## config.mk

```make
export PLATFORM = sky130hd
export DESIGN_NAME = seeio_access
export DESIGN_NICKNAME = d
export VERILOG_FILES = /design/src/seeio_pkg.sv /design/src/seeio_access.sv /design/src/seeio_xfer.sv
export VERILOG_INCLUDE_DIRS = /design/src
export SDC_FILE = /design/constraint.sdc
export NUM_CORES = 1
export LEC_CHECK = 0
export ABC_AREA = 0
export BUFFER_PORTS_ARGS = -buffer_cell sky130_fd_sc_hd__buf_2
export CELL_PAD_IN_SITES_DETAIL_PLACEMENT = 0
export CELL_PAD_IN_SITES_GLOBAL_PLACEMENT = 2
export CORE_UTILIZATION = 34
export CTS_BUF_LIST = sky130_fd_sc_hd__clkbuf_4
export DETAILED_ROUTE_END_ITERATION = 6
export PLACE_DENSITY_LB_ADDON = 0.1
export SLEW_MARGIN = 20
export SYNTH_ARGS = -nofsm -noshare
export SYNTH_HDL_FRONTEND = slang
export SYNTH_SLANG_ARGS = --single-unit
```

## constraint.sdc

```tcl
create_clock -name pclk -period 2.7 [get_ports pclk]
set_input_delay 0.81 -clock pclk [delete_from_list [all_inputs] [get_ports pclk]]
set_output_delay 0.81 -clock pclk [all_outputs]
set_load 0.02 [all_outputs]
```

## src/seeio_regs.svh

```systemverilog
// register offsets, field positions and reset values of the eeprom / expander access block
`ifndef SEEIO_REGS_SVH
`define SEEIO_REGS_SVH

`define SEEIO_EEP_OFS    12'h34c
`define SEEIO_IOE_OFS    12'h350
`define SEEIO_IST_OFS    12'h360
`define SEEIO_ICL_OFS    12'h364
`define SEEIO_IEN_OFS    12'h368

`define SEEIO_ADDR_RNG   15:0
`define SEEIO_DATA_RNG   23:16
`define SEEIO_EEP_BUSY   24
`define SEEIO_EEP_DONE   25
`define SEEIO_EEP_RD     26

`define SEEIO_PIN_RNG    15:0
`define SEEIO_IOE_RELOAD 24
`define SEEIO_IOE_TM     25
`define SEEIO_SEL_RNG    29:26
`define SEEIO_IOE_DONE   31

`define SEEIO_SEL_E0     4'h0
`define SEEIO_SEL_E1     4'h1
`define SEEIO_SEL_E2     4'h2
`define SEEIO_SEL_E4     4'h4

`define SEEIO_LANE_LO    1:0
`define SEEIO_LANE_DATA  2
`define SEEIO_LANE_TOP   3

`define SEEIO_IRQ_RNG    1:0
`define SEEIO_IRQ_EEP    0
`define SEEIO_IRQ_IOE    1

`define SEEIO_RST_B8     8'h00
`define SEEIO_RST_W16    16'h0000
`define SEEIO_RST_SEL    4'h0
`define SEEIO_RST_IRQ    2'h0
`define SEEIO_RST_W32    32'h0000_0000
`define SEEIO_ZERO_SLOT  3'h0
`define SEEIO_SLOT_E0    3'h4
`define SEEIO_SLOT_E1    3'h5
`define SEEIO_SLOT_E2    3'h6
`define SEEIO_SLOT_E4    3'h7

`endif

```

## src/seeio_pkg.sv

```systemverilog
// shared types of the eeprom / expander access block
package seeio_pkg;

  typedef struct packed {
    logic        rd;
    logic [15:0] addr;
    logic [7:0]  wdata;
  } seeio_eep_req_t;

  typedef struct packed {
    logic       refresh;
    logic [1:0] slot;
  } seeio_ioe_req_t;

  typedef enum logic {
    st_idle,
    st_busy
  } seeio_xst_t;

endpackage : seeio_pkg

```

## src/seeio_access.sv

```systemverilog
// apb register bank for serial eeprom byte access and i/o expander pin access
//
// Added by the designer: register access over APB.
`timescale 1ns/1ps
`include "seeio_regs.svh"
module seeio_access (
  input  wire logic                    pclk,       // bus clock, 25 MHz
  input  wire logic                    presetn,    // async reset, active low
  input  wire logic                    psel,       // apb select
  input  wire logic                    penable,    // apb access phase
  input  wire logic                    pwrite,     // apb direction
  input  wire logic [11:0]             paddr,      // apb byte address
  input  wire logic [31:0]             pwdata,     // apb write data
  input  wire logic [3:0]              pstrb,      // apb byte lanes
  output logic      [31:0]             prdata,     // apb read data
  output logic                         pready,     // apb ready
  output logic                         pslverr,    // unmapped address
  output logic                         eep_valid,  // eeprom request outstanding
  output seeio_pkg::seeio_eep_req_t    eep_req,    // eeprom request payload
  input  wire logic                    eep_ack,    // eeprom access finished
  input  wire logic [7:0]              eep_rdata,  // byte fetched on read
  output logic                         ioe_valid,  // expander request outstanding
  output seeio_pkg::seeio_ioe_req_t    ioe_req,    // expander request payload
  input  wire logic                    ioe_ack,    // expander transaction finished
  input  wire logic [15:0]             ioe_rdata,  // pin values read back
  input  wire logic [63:0]             ioe_dir,    // per pin, one marks an input
  input  wire logic [63:0]             ioe_core,   // output values from core logic
  output logic      [63:0]             ioe_drive,  // output values supplied
  output logic                         irq         // level interrupt
);
  import seeio_pkg::*;

  //////////////////////////////////////////////////////////////////////////////
  // bus decode

  logic setup;
  logic wr_acc;
  logic eep_wr;
  logic ioe_wr;
  logic icl_wr;
  logic ien_wr;

  assign setup  = psel & ~penable;
  assign wr_acc = psel & penable & pwrite & pready;
  assign eep_wr = wr_acc & (paddr == `SEEIO_EEP_OFS);
  assign ioe_wr = wr_acc & (paddr == `SEEIO_IOE_OFS);
  assign icl_wr = wr_acc & (paddr == `SEEIO_ICL_OFS);
  assign ien_wr = wr_acc & (paddr == `SEEIO_IEN_OFS);

  // {valid, index} of a select code
  function automatic logic [2:0] slot_of(input logic [3:0] s);
    case (s)
      `SEEIO_SEL_E0: slot_of = `SEEIO_SLOT_E0;
      `SEEIO_SEL_E1: slot_of = `SEEIO_SLOT_E1;
      `SEEIO_SEL_E2: slot_of = `SEEIO_SLOT_E2;
      `SEEIO_SEL_E4: slot_of = `SEEIO_SLOT_E4;
      default:       slot_of = `SEEIO_ZERO_SLOT;
    endcase
  endfunction : slot_of

  //////////////////////////////////////////////////////////////////////////////
  // eeprom byte access

  logic [15:0] eaddr_r;
  logic [7:0]  edata_r;
  logic        erd_r;
  logic        edone;
  logic        efin;
  logic        eacc;
  logic        erd_w;
  logic [15:0] eaddr_w;
  logic        estart;

  // a write while busy can only clear done, the rest is dropped so the payload in flight stays put
  assign eacc    = eep_wr & ~eep_valid;
  assign erd_w   = pstrb[`SEEIO_LANE_TOP] ? pwdata[`SEEIO_EEP_RD] : erd_r;
  assign eaddr_w = (|pstrb[`SEEIO_LANE_LO]) ? pwdata[`SEEIO_ADDR_RNG] : eaddr_r;
  assign estart  = eacc & pstrb[`SEEIO_LANE_DATA];

  always_ff @(posedge pclk or negedge presetn) begin
    if (!presetn) begin
      eaddr_r <= `SEEIO_RST_W16;
    end else if (eacc) begin
      eaddr_r <= eaddr_w;
    end
  end

  always_ff @(posedge pclk or negedge presetn) begin
    if (!presetn) begin
      erd_r <= 1'b0;
    end else if (eacc) begin
      erd_r <= erd_w;
    end
  end

  always_ff @(posedge pclk or negedge presetn) begin
    if (!presetn) begin
      edata_r <= `SEEIO_RST_B8;
    end else if (efin && eep_req.rd) begin
      edata_r <= eep_rdata;
    end else if (estart && !erd_w) begin
      edata_r <= pwdata[`SEEIO_DATA_RNG];
    end
  end

  always_ff @(posedge pclk or negedge presetn) begin
    if (!presetn) begin
      eep_req <= '0;
    end else if (estart) begin
      eep_req.rd    <= erd_w;
      eep_req.addr  <= eaddr_w;
      eep_req.wdata <= pwdata[`SEEIO_DATA_RNG];
    end
  end

  seeio_xfer u_eep (
    .pclk    (pclk),
    .presetn (presetn),
    .start   (estart),
    .ack     (eep_ack),
    .clr     (eep_wr & pstrb[`SEEIO_LANE_TOP] & pwdata[`SEEIO_EEP_DONE]),
    .busy    (eep_valid),
    .done    (edone),
    .fin     (efin)
  );

  //////////////////////////////////////////////////////////////////////////////
  // i/o expander access

  logic        tm_r;
  logic [3:0]  sel_r;
  logic [3:0]  sel_w;
  logic [2:0]  slot_w;
  logic [2:0]  slot_r;
  logic        twr;
  logic        rfr;
  logic        istart;
  logic        idone;
  logic        ifin;
  logic [15:0] tval_r [4];
  logic [15:0] pin_r  [4];
  logic [15:0] drv_r  [4];
  logic [15:0] view   [4];

  assign sel_w  = pstrb[`SEEIO_LANE_TOP] ? pwdata[`SEEIO_SEL_RNG] : sel_r;
  assign slot_w = slot_of(sel_w);
  assign slot_r = slot_of(sel_r);
  assign twr    = ioe_wr & tm_r & (|pstrb[`SEEIO_LANE_LO]) & slot_w[2];
  assign rfr    = ioe_wr & pstrb[`SEEIO_LANE_TOP] & pwdata[`SEEIO_IOE_RELOAD] & slot_w[2];
  assign istart = (rfr | twr) & ~ioe_valid;

  always_ff @(posedge pclk or negedge presetn) begin
    if (!presetn) begin
      tm_r  <= 1'b0;
      sel_r <= `SEEIO_RST_SEL;
    end else if (ioe_wr && pstrb[`SEEIO_LANE_TOP]) begin
      tm_r  <= pwdata[`SEEIO_IOE_TM];
      sel_r <= pwdata[`SEEIO_SEL_RNG];
    end
  end

  always_ff @(posedge pclk or negedge presetn) begin
    if (!presetn) begin
      ioe_req <= '0;
    end else if (istart) begin
      ioe_req.refresh <= rfr;
      ioe_req.slot    <= slot_w[1:0];
    end
  end

  seeio_xfer u_ioe (
    .pclk    (pclk),
    .presetn (presetn),
    .start   (istart),
    .ack     (ioe_ack),
    .clr     (ioe_wr & pstrb[`SEEIO_LANE_TOP] & pwdata[`SEEIO_IOE_DONE]),
    .busy    (ioe_valid),
    .done    (idone),
    .fin     (ifin)
  );

  for (genvar i = 0; i < 4; i++) begin : g_exp
    logic [15:0] dir_i;
    assign dir_i = ioe_dir[i*16 +: 16];

    // input bits keep their old test value, they can never be driven
    always_ff @(posedge pclk or negedge presetn) begin
      if (!presetn) begin
        tval_r[i] <= `SEEIO_RST_W16;
      end else if (twr && slot_w[1:0] == 2'(i)) begin
        tval_r[i] <= (pwdata[`SEEIO_PIN_RNG] & ~dir_i) | (tval_r[i] & dir_i);
      end
    end

    always_ff @(posedge pclk or negedge presetn) begin
      if (!presetn) begin
        pin_r[i] <= `SEEIO_RST_W16;
      end else if (ifin && ioe_req.slot == 2'(i)) begin
        pin_r[i] <= ioe_rdata & dir_i;
      end
    end

    always_ff @(posedge pclk or negedge presetn) begin
      if (!presetn) begin
        drv_r[i] <= `SEEIO_RST_W16;
      end else begin
        drv_r[i] <= (tm_r ? tval_r[i] : ioe_core[i*16 +: 16]) & ~dir_i;
      end
    end

    assign view[i] = (pin_r[i] & dir_i) | drv_r[i];
    assign ioe_drive[i*16 +: 16] = drv_r[i];
  end

  //////////////////////////////////////////////////////////////////////////////
  // interrupt status, clear and enable

  logic [1:0] ist_r;
  logic [1:0] ien_r;
  logic [1:0] ist_ev;
  logic [1:0] ist_clr;

  assign ist_ev[`SEEIO_IRQ_EEP] = efin;
  assign ist_ev[`SEEIO_IRQ_IOE] = ifin;
  assign ist_clr = icl_wr ? pwdata[`SEEIO_IRQ_RNG] : `SEEIO_RST_IRQ;

  // new events win over a clear in the same cycle
  always_ff @(posedge pclk or negedge presetn) begin
    if (!presetn) begin
      ist_r <= `SEEIO_RST_IRQ;
    end else begin
      ist_r <= (ist_r & ~ist_clr) | ist_ev;
    end
  end

  always_ff @(posedge pclk or negedge presetn) begin
    if (!presetn) begin
      ien_r <= `SEEIO_RST_IRQ;
    end else if (ien_wr) begin
      ien_r <= pwdata[`SEEIO_IRQ_RNG];
    end
  end

  always_ff @(posedge pclk or negedge presetn) begin
    if (!presetn) begin
      irq <= 1'b0;
    end else begin
      irq <= |(ist_r & ien_r);
    end
  end

  //////////////////////////////////////////////////////////////////////////////
  // read path: data is captured in the setup cycle, answer in the next

  logic [31:0] rd_nxt;
  logic        hit_nxt;

  always_comb begin
    rd_nxt  = `SEEIO_RST_W32;
    hit_nxt = 1'b1;
    case (paddr)
      `SEEIO_EEP_OFS: begin
        rd_nxt[`SEEIO_ADDR_RNG] = eaddr_r;
        rd_nxt[`SEEIO_DATA_RNG] = edata_r;
        rd_nxt[`SEEIO_EEP_BUSY] = eep_valid;
        rd_nxt[`SEEIO_EEP_DONE] = edone;
        rd_nxt[`SEEIO_EEP_RD]   = erd_r;
      end
      `SEEIO_IOE_OFS: begin
        // refresh bit is left at zero
        rd_nxt[`SEEIO_PIN_RNG]  = slot_r[2] ? view[slot_r[1:0]] : `SEEIO_RST_W16;
        rd_nxt[`SEEIO_IOE_TM]   = tm_r;
        rd_nxt[`SEEIO_SEL_RNG]  = sel_r;
        rd_nxt[`SEEIO_IOE_DONE] = idone;
      end
      `SEEIO_IST_OFS: rd_nxt[`SEEIO_IRQ_RNG] = ist_r;
      `SEEIO_ICL_OFS: rd_nxt = `SEEIO_RST_W32;
      `SEEIO_IEN_OFS: rd_nxt[`SEEIO_IRQ_RNG] = ien_r;
      default:        hit_nxt = 1'b0;
    endcase
  end

  always_ff @(posedge pclk or negedge presetn) begin
    if (!presetn) begin
      pready  <= 1'b0;
      pslverr <= 1'b0;
      prdata  <= `SEEIO_RST_W32;
    end else begin
      pready  <= setup;
      pslverr <= setup & ~hit_nxt;
      if (setup) begin
        prdata <= rd_nxt;
      end
    end
  end
endmodule : seeio_access

```

## src/seeio_xfer.sv

```systemverilog
// one outstanding request toward the smbus engine, with sticky completion flag
`timescale 1ns/1ps
module seeio_xfer (
  input  wire logic pclk,    // bus clock
  input  wire logic presetn, // async reset, active low
  input  wire logic start,   // launch request
  input  wire logic ack,     // engine finished
  input  wire logic clr,     // write one to clear done
  output logic      busy,    // request outstanding
  output logic      done,    // sticky completion
  output logic      fin      // completion pulse
);
  import seeio_pkg::*;

  seeio_xst_t st_r;

  assign busy = (st_r == st_busy);
  assign fin  = busy & ack;

  always_ff @(posedge pclk or negedge presetn) begin
    if (!presetn) begin
      st_r <= st_idle;
    end else begin
      case (st_r)
        st_idle: begin
          if (start) begin
            st_r <= st_busy;
          end
        end
        st_busy: begin
          if (ack) begin
            st_r <= st_idle;
          end
        end
        default: begin
          st_r <= st_idle;
        end
      endcase
    end
  end

  // completion beats a simultaneous clear so no event is lost
  always_ff @(posedge pclk or negedge presetn) begin
    if (!presetn) begin
      done <= 1'b0;
    end else if (fin) begin
      done <= 1'b1;
    end else if (clr || start) begin
      done <= 1'b0;
    end
  end

endmodule : seeio_xfer

```

==> results.json <==
{
  "status": "completed",
  "crit_end": "eep_valid",
  "coreArea_sq_mm": 0.0377,
  "grt_pass1_vias": 11000,
  "cp.depth": 1,
  "clockBufferDepth": 3,
  "holdWs_ns": 0.222,
  "worstMarginPinSlew_ns": 0.759,
  "power.total_w": 0.00929,
  "cts.htree.levels": 3,
  "chipWidth_microns": 198,
  "path_class": "reg2out",
  "die-area_sq_mm": 0.0391,
  "postSynthCellCount": 1217,
  "setup_tns_ns": 0,
  "arrival_ns": 1.44,
  "drv_slew": 0,
  "finalClockSkew_ns": 0.0564,
  "cts_made_buffers": 85,
  "timing.reg2reg.setup_slack_ns": 0.50,
  "synth_most_common_cell": "dfrtp_1",
  "io_buffers": 333,
  "drtPass1Iterations": 4,
  "synth_nets": 1424,
  "seq_area_frac_synth": 0.561,
  "fin_ws_ns": 0.451,
  "grt_pass1_wl_mm": 65.8,
  "vias": 10800,
  "synthArstFlopShare": 1.00,
  "ir_drop_mv": 0.340,
  "ys_seq_elements": 292,
  "area_growth_pct": 30.3,
  "max_cap_viol_count": 0,
  "setup_viol": 0,
  "ant_nets": 0,
  "synthesis.area_sq_mm": 0.0130,
  "drt_iter0_drc": 452,
  "min_path_type": "in2reg",
  "synth.top_cells.by_count": "292 x dfrtp_1, 196 x nand2_1, 138 x nor2_1, 101 x o21ai_0, 97 x mux2i_1",
  "synth_edf_count": 0,
  "finalCritPeriodShare": 0.833,
  "drive_gt1_frac": 0.396,
  "min_from": "ioe_dir[5]",
  "nets": 1848,
  "yosys_warnings": 0,
  "clkTransAtPathRegs_ns": 0.06,
  "start_kind": "flop",
  "period_minus_slack_ns": 2.25,
  "clock_sinks": 292,
  "clock_latency_ns": 0.78,
  "route.detailed.wl_per_inst_microns": 19.6,
  "startpoint": "u_eep.busy",
  "initial_core_util": 0.346,
  "slew_headroom": 0.494,
  "drc": 0,
  "vias_per_cell": 4.86,
  "ys.flop_type": "dfrtp_1",
  "hpwl_mm": 30.5,
  "grt_start_max_net_pins": 64,
  "post-route-util": 0.450,
  "yosys-top-cells-area": "dfrtp_1 56%, mux2_2 7.5%, mux2i_1 7.5%",
  "crit_family": "flip-flops",
  "crit_slowest_cell": "dfrtp_1",
  "rsz0062_at_grt": "no",
  "clock.fmax_mhz": 445,
  "ios": 336,
  "track_usage": 0.227,
  "ys_types": 60,
  "r2r_start": "sel_r[0]",
  "ff2ff_path_depth": 6,
  "dp_slack_ns": -0.158,
  "post_cts_resized": 0,
  "yosys.area.top_type_share": 0.561,
  "die-height_microns": 198,
  "gp_congestion": 0.792,
  "powerDensity_mw_per_mm2": 547,
  "root_buffer": "clkbuf_4",
  "crit_chain": "buf_2",
  "antenna_found_initial": 6,
  "yosys.area.top_type": "dfrtp_1",
  "hold_viol_final": 0,
  "overflow": 0,
  "worstPathRequired_ns": 1.89,
  "cp-end-kind": "primary output",
  "wl_mm": 43.4,
  "rows": 71,
  "cts_tree": "done",
  "p_leak_nw": 8.56,
  "avgSynthCellArea_sq_um": 10.7,
  "cp_num_buf_inv": 1,
  "critical_path.max_stage_delay_ns": 0.48,
  "cp_max_fo": 7,
  "reg2reg_to": "prdata[5]"
}
-- worst min-delay path by stage --
stage                               to  slack [ns]  cells past startpoint
after floorplan               pin_r[0]        0.45                      2
after global placement      prdata[23]        0.45                      2
after detailed placement    prdata[19]        0.45                      2
after CTS                 ioe_drive[5]        0.14                      2
after global routing      ioe_drive[5]        0.14                      2
final                     ioe_drive[5]        0.22                      2
-- through the flow --
step | instances | cell area (sq um)
floorplan | 1217 | 13200
global placement | 2064 | 15900
finish | 2212 | 17000
CTS | 2204 | 16900
detailed placement | 2064 | 15900
global route | 2207 | 17000
-- power by group --
group / internal (W) / switching, W
Sequential: 0.00446 / 0.0000539
Clock: 0.00209 / 0.00192
Combinational: 0.000286 / 0.000480
-- cells in the final DEF, fill, tap and decap left out, types with 3 or more instances in the layout --
cell type,instances
a211o_1,13
a21o_1,4
a21oi_1,76
a221o_1,13
a22oi_1,13
buf_12,13
buf_2,332
buf_4,49
clkbuf_4,125
clkinv_1,10
dfrtp_1,291
diode_2,8
inv_1,8
inv_2,4
mux2_1,10
mux2_2,75
mux2_4,16
mux2i_1,97
nand2_1,196
nand3_1,16
nand3b_1,3
nand4_1,3
nor2_1,115
nor2_2,16
nor2_4,16
nor2b_1,3
nor3_1,4
nor3_2,3
nor3b_1,3
o21ai_0,101
o21ai_1,8
or3_1,3
or3_2,3
xnor2_1,3
-- metal layers --
metal  vias to the layer above  share of wire  track usage
met3                        75          0.072       0.0647
met1                      5200           0.46        0.305
met2                       330           0.45        0.350
met4                         2          0.021       0.0761
li1                       5147              -            -
met5                         -        0.00018            0
-- kinds of logic after synthesis --
group | count (synthesis) | synth area share
adders and majority gates | 2 | 0.00154
DFF | 292 | 0.561
AOI/OAI and AO/OA | 243 | 0.111
other | 1 | 0.000288
buffers and inverters | 68 | 0.0209
muxes | 198 | 0.162
and+or+nand+nor | 409 | 0.140
xor gates and xnor gates | 4 | 0.00269
-- what timing repair did --
action | 4_1_cts | 5_1_grt
hold buffers | 1 | 0
endpoints found under the hold margin | 34 | 0
setup buffers | 0 | 0
-- layout make-up --
| cell class | instances | area (sq um) |
|---|---|---|
| fillers | 3857 | 20700 |
| repair buffers | 396 | 2310 |
| flip-flops and latches | 292 | 7310 |
| clock inverters | 14 | 56.3 |
| clock buffers | 125 | 938 |
| diodes | 8 | 20.0 |
| well taps | 511 | 639 |
| multi-input cells | 857 | 5650 |
| inverters | 9 | 33.8 |
Power figures use the tool's default switching activity.
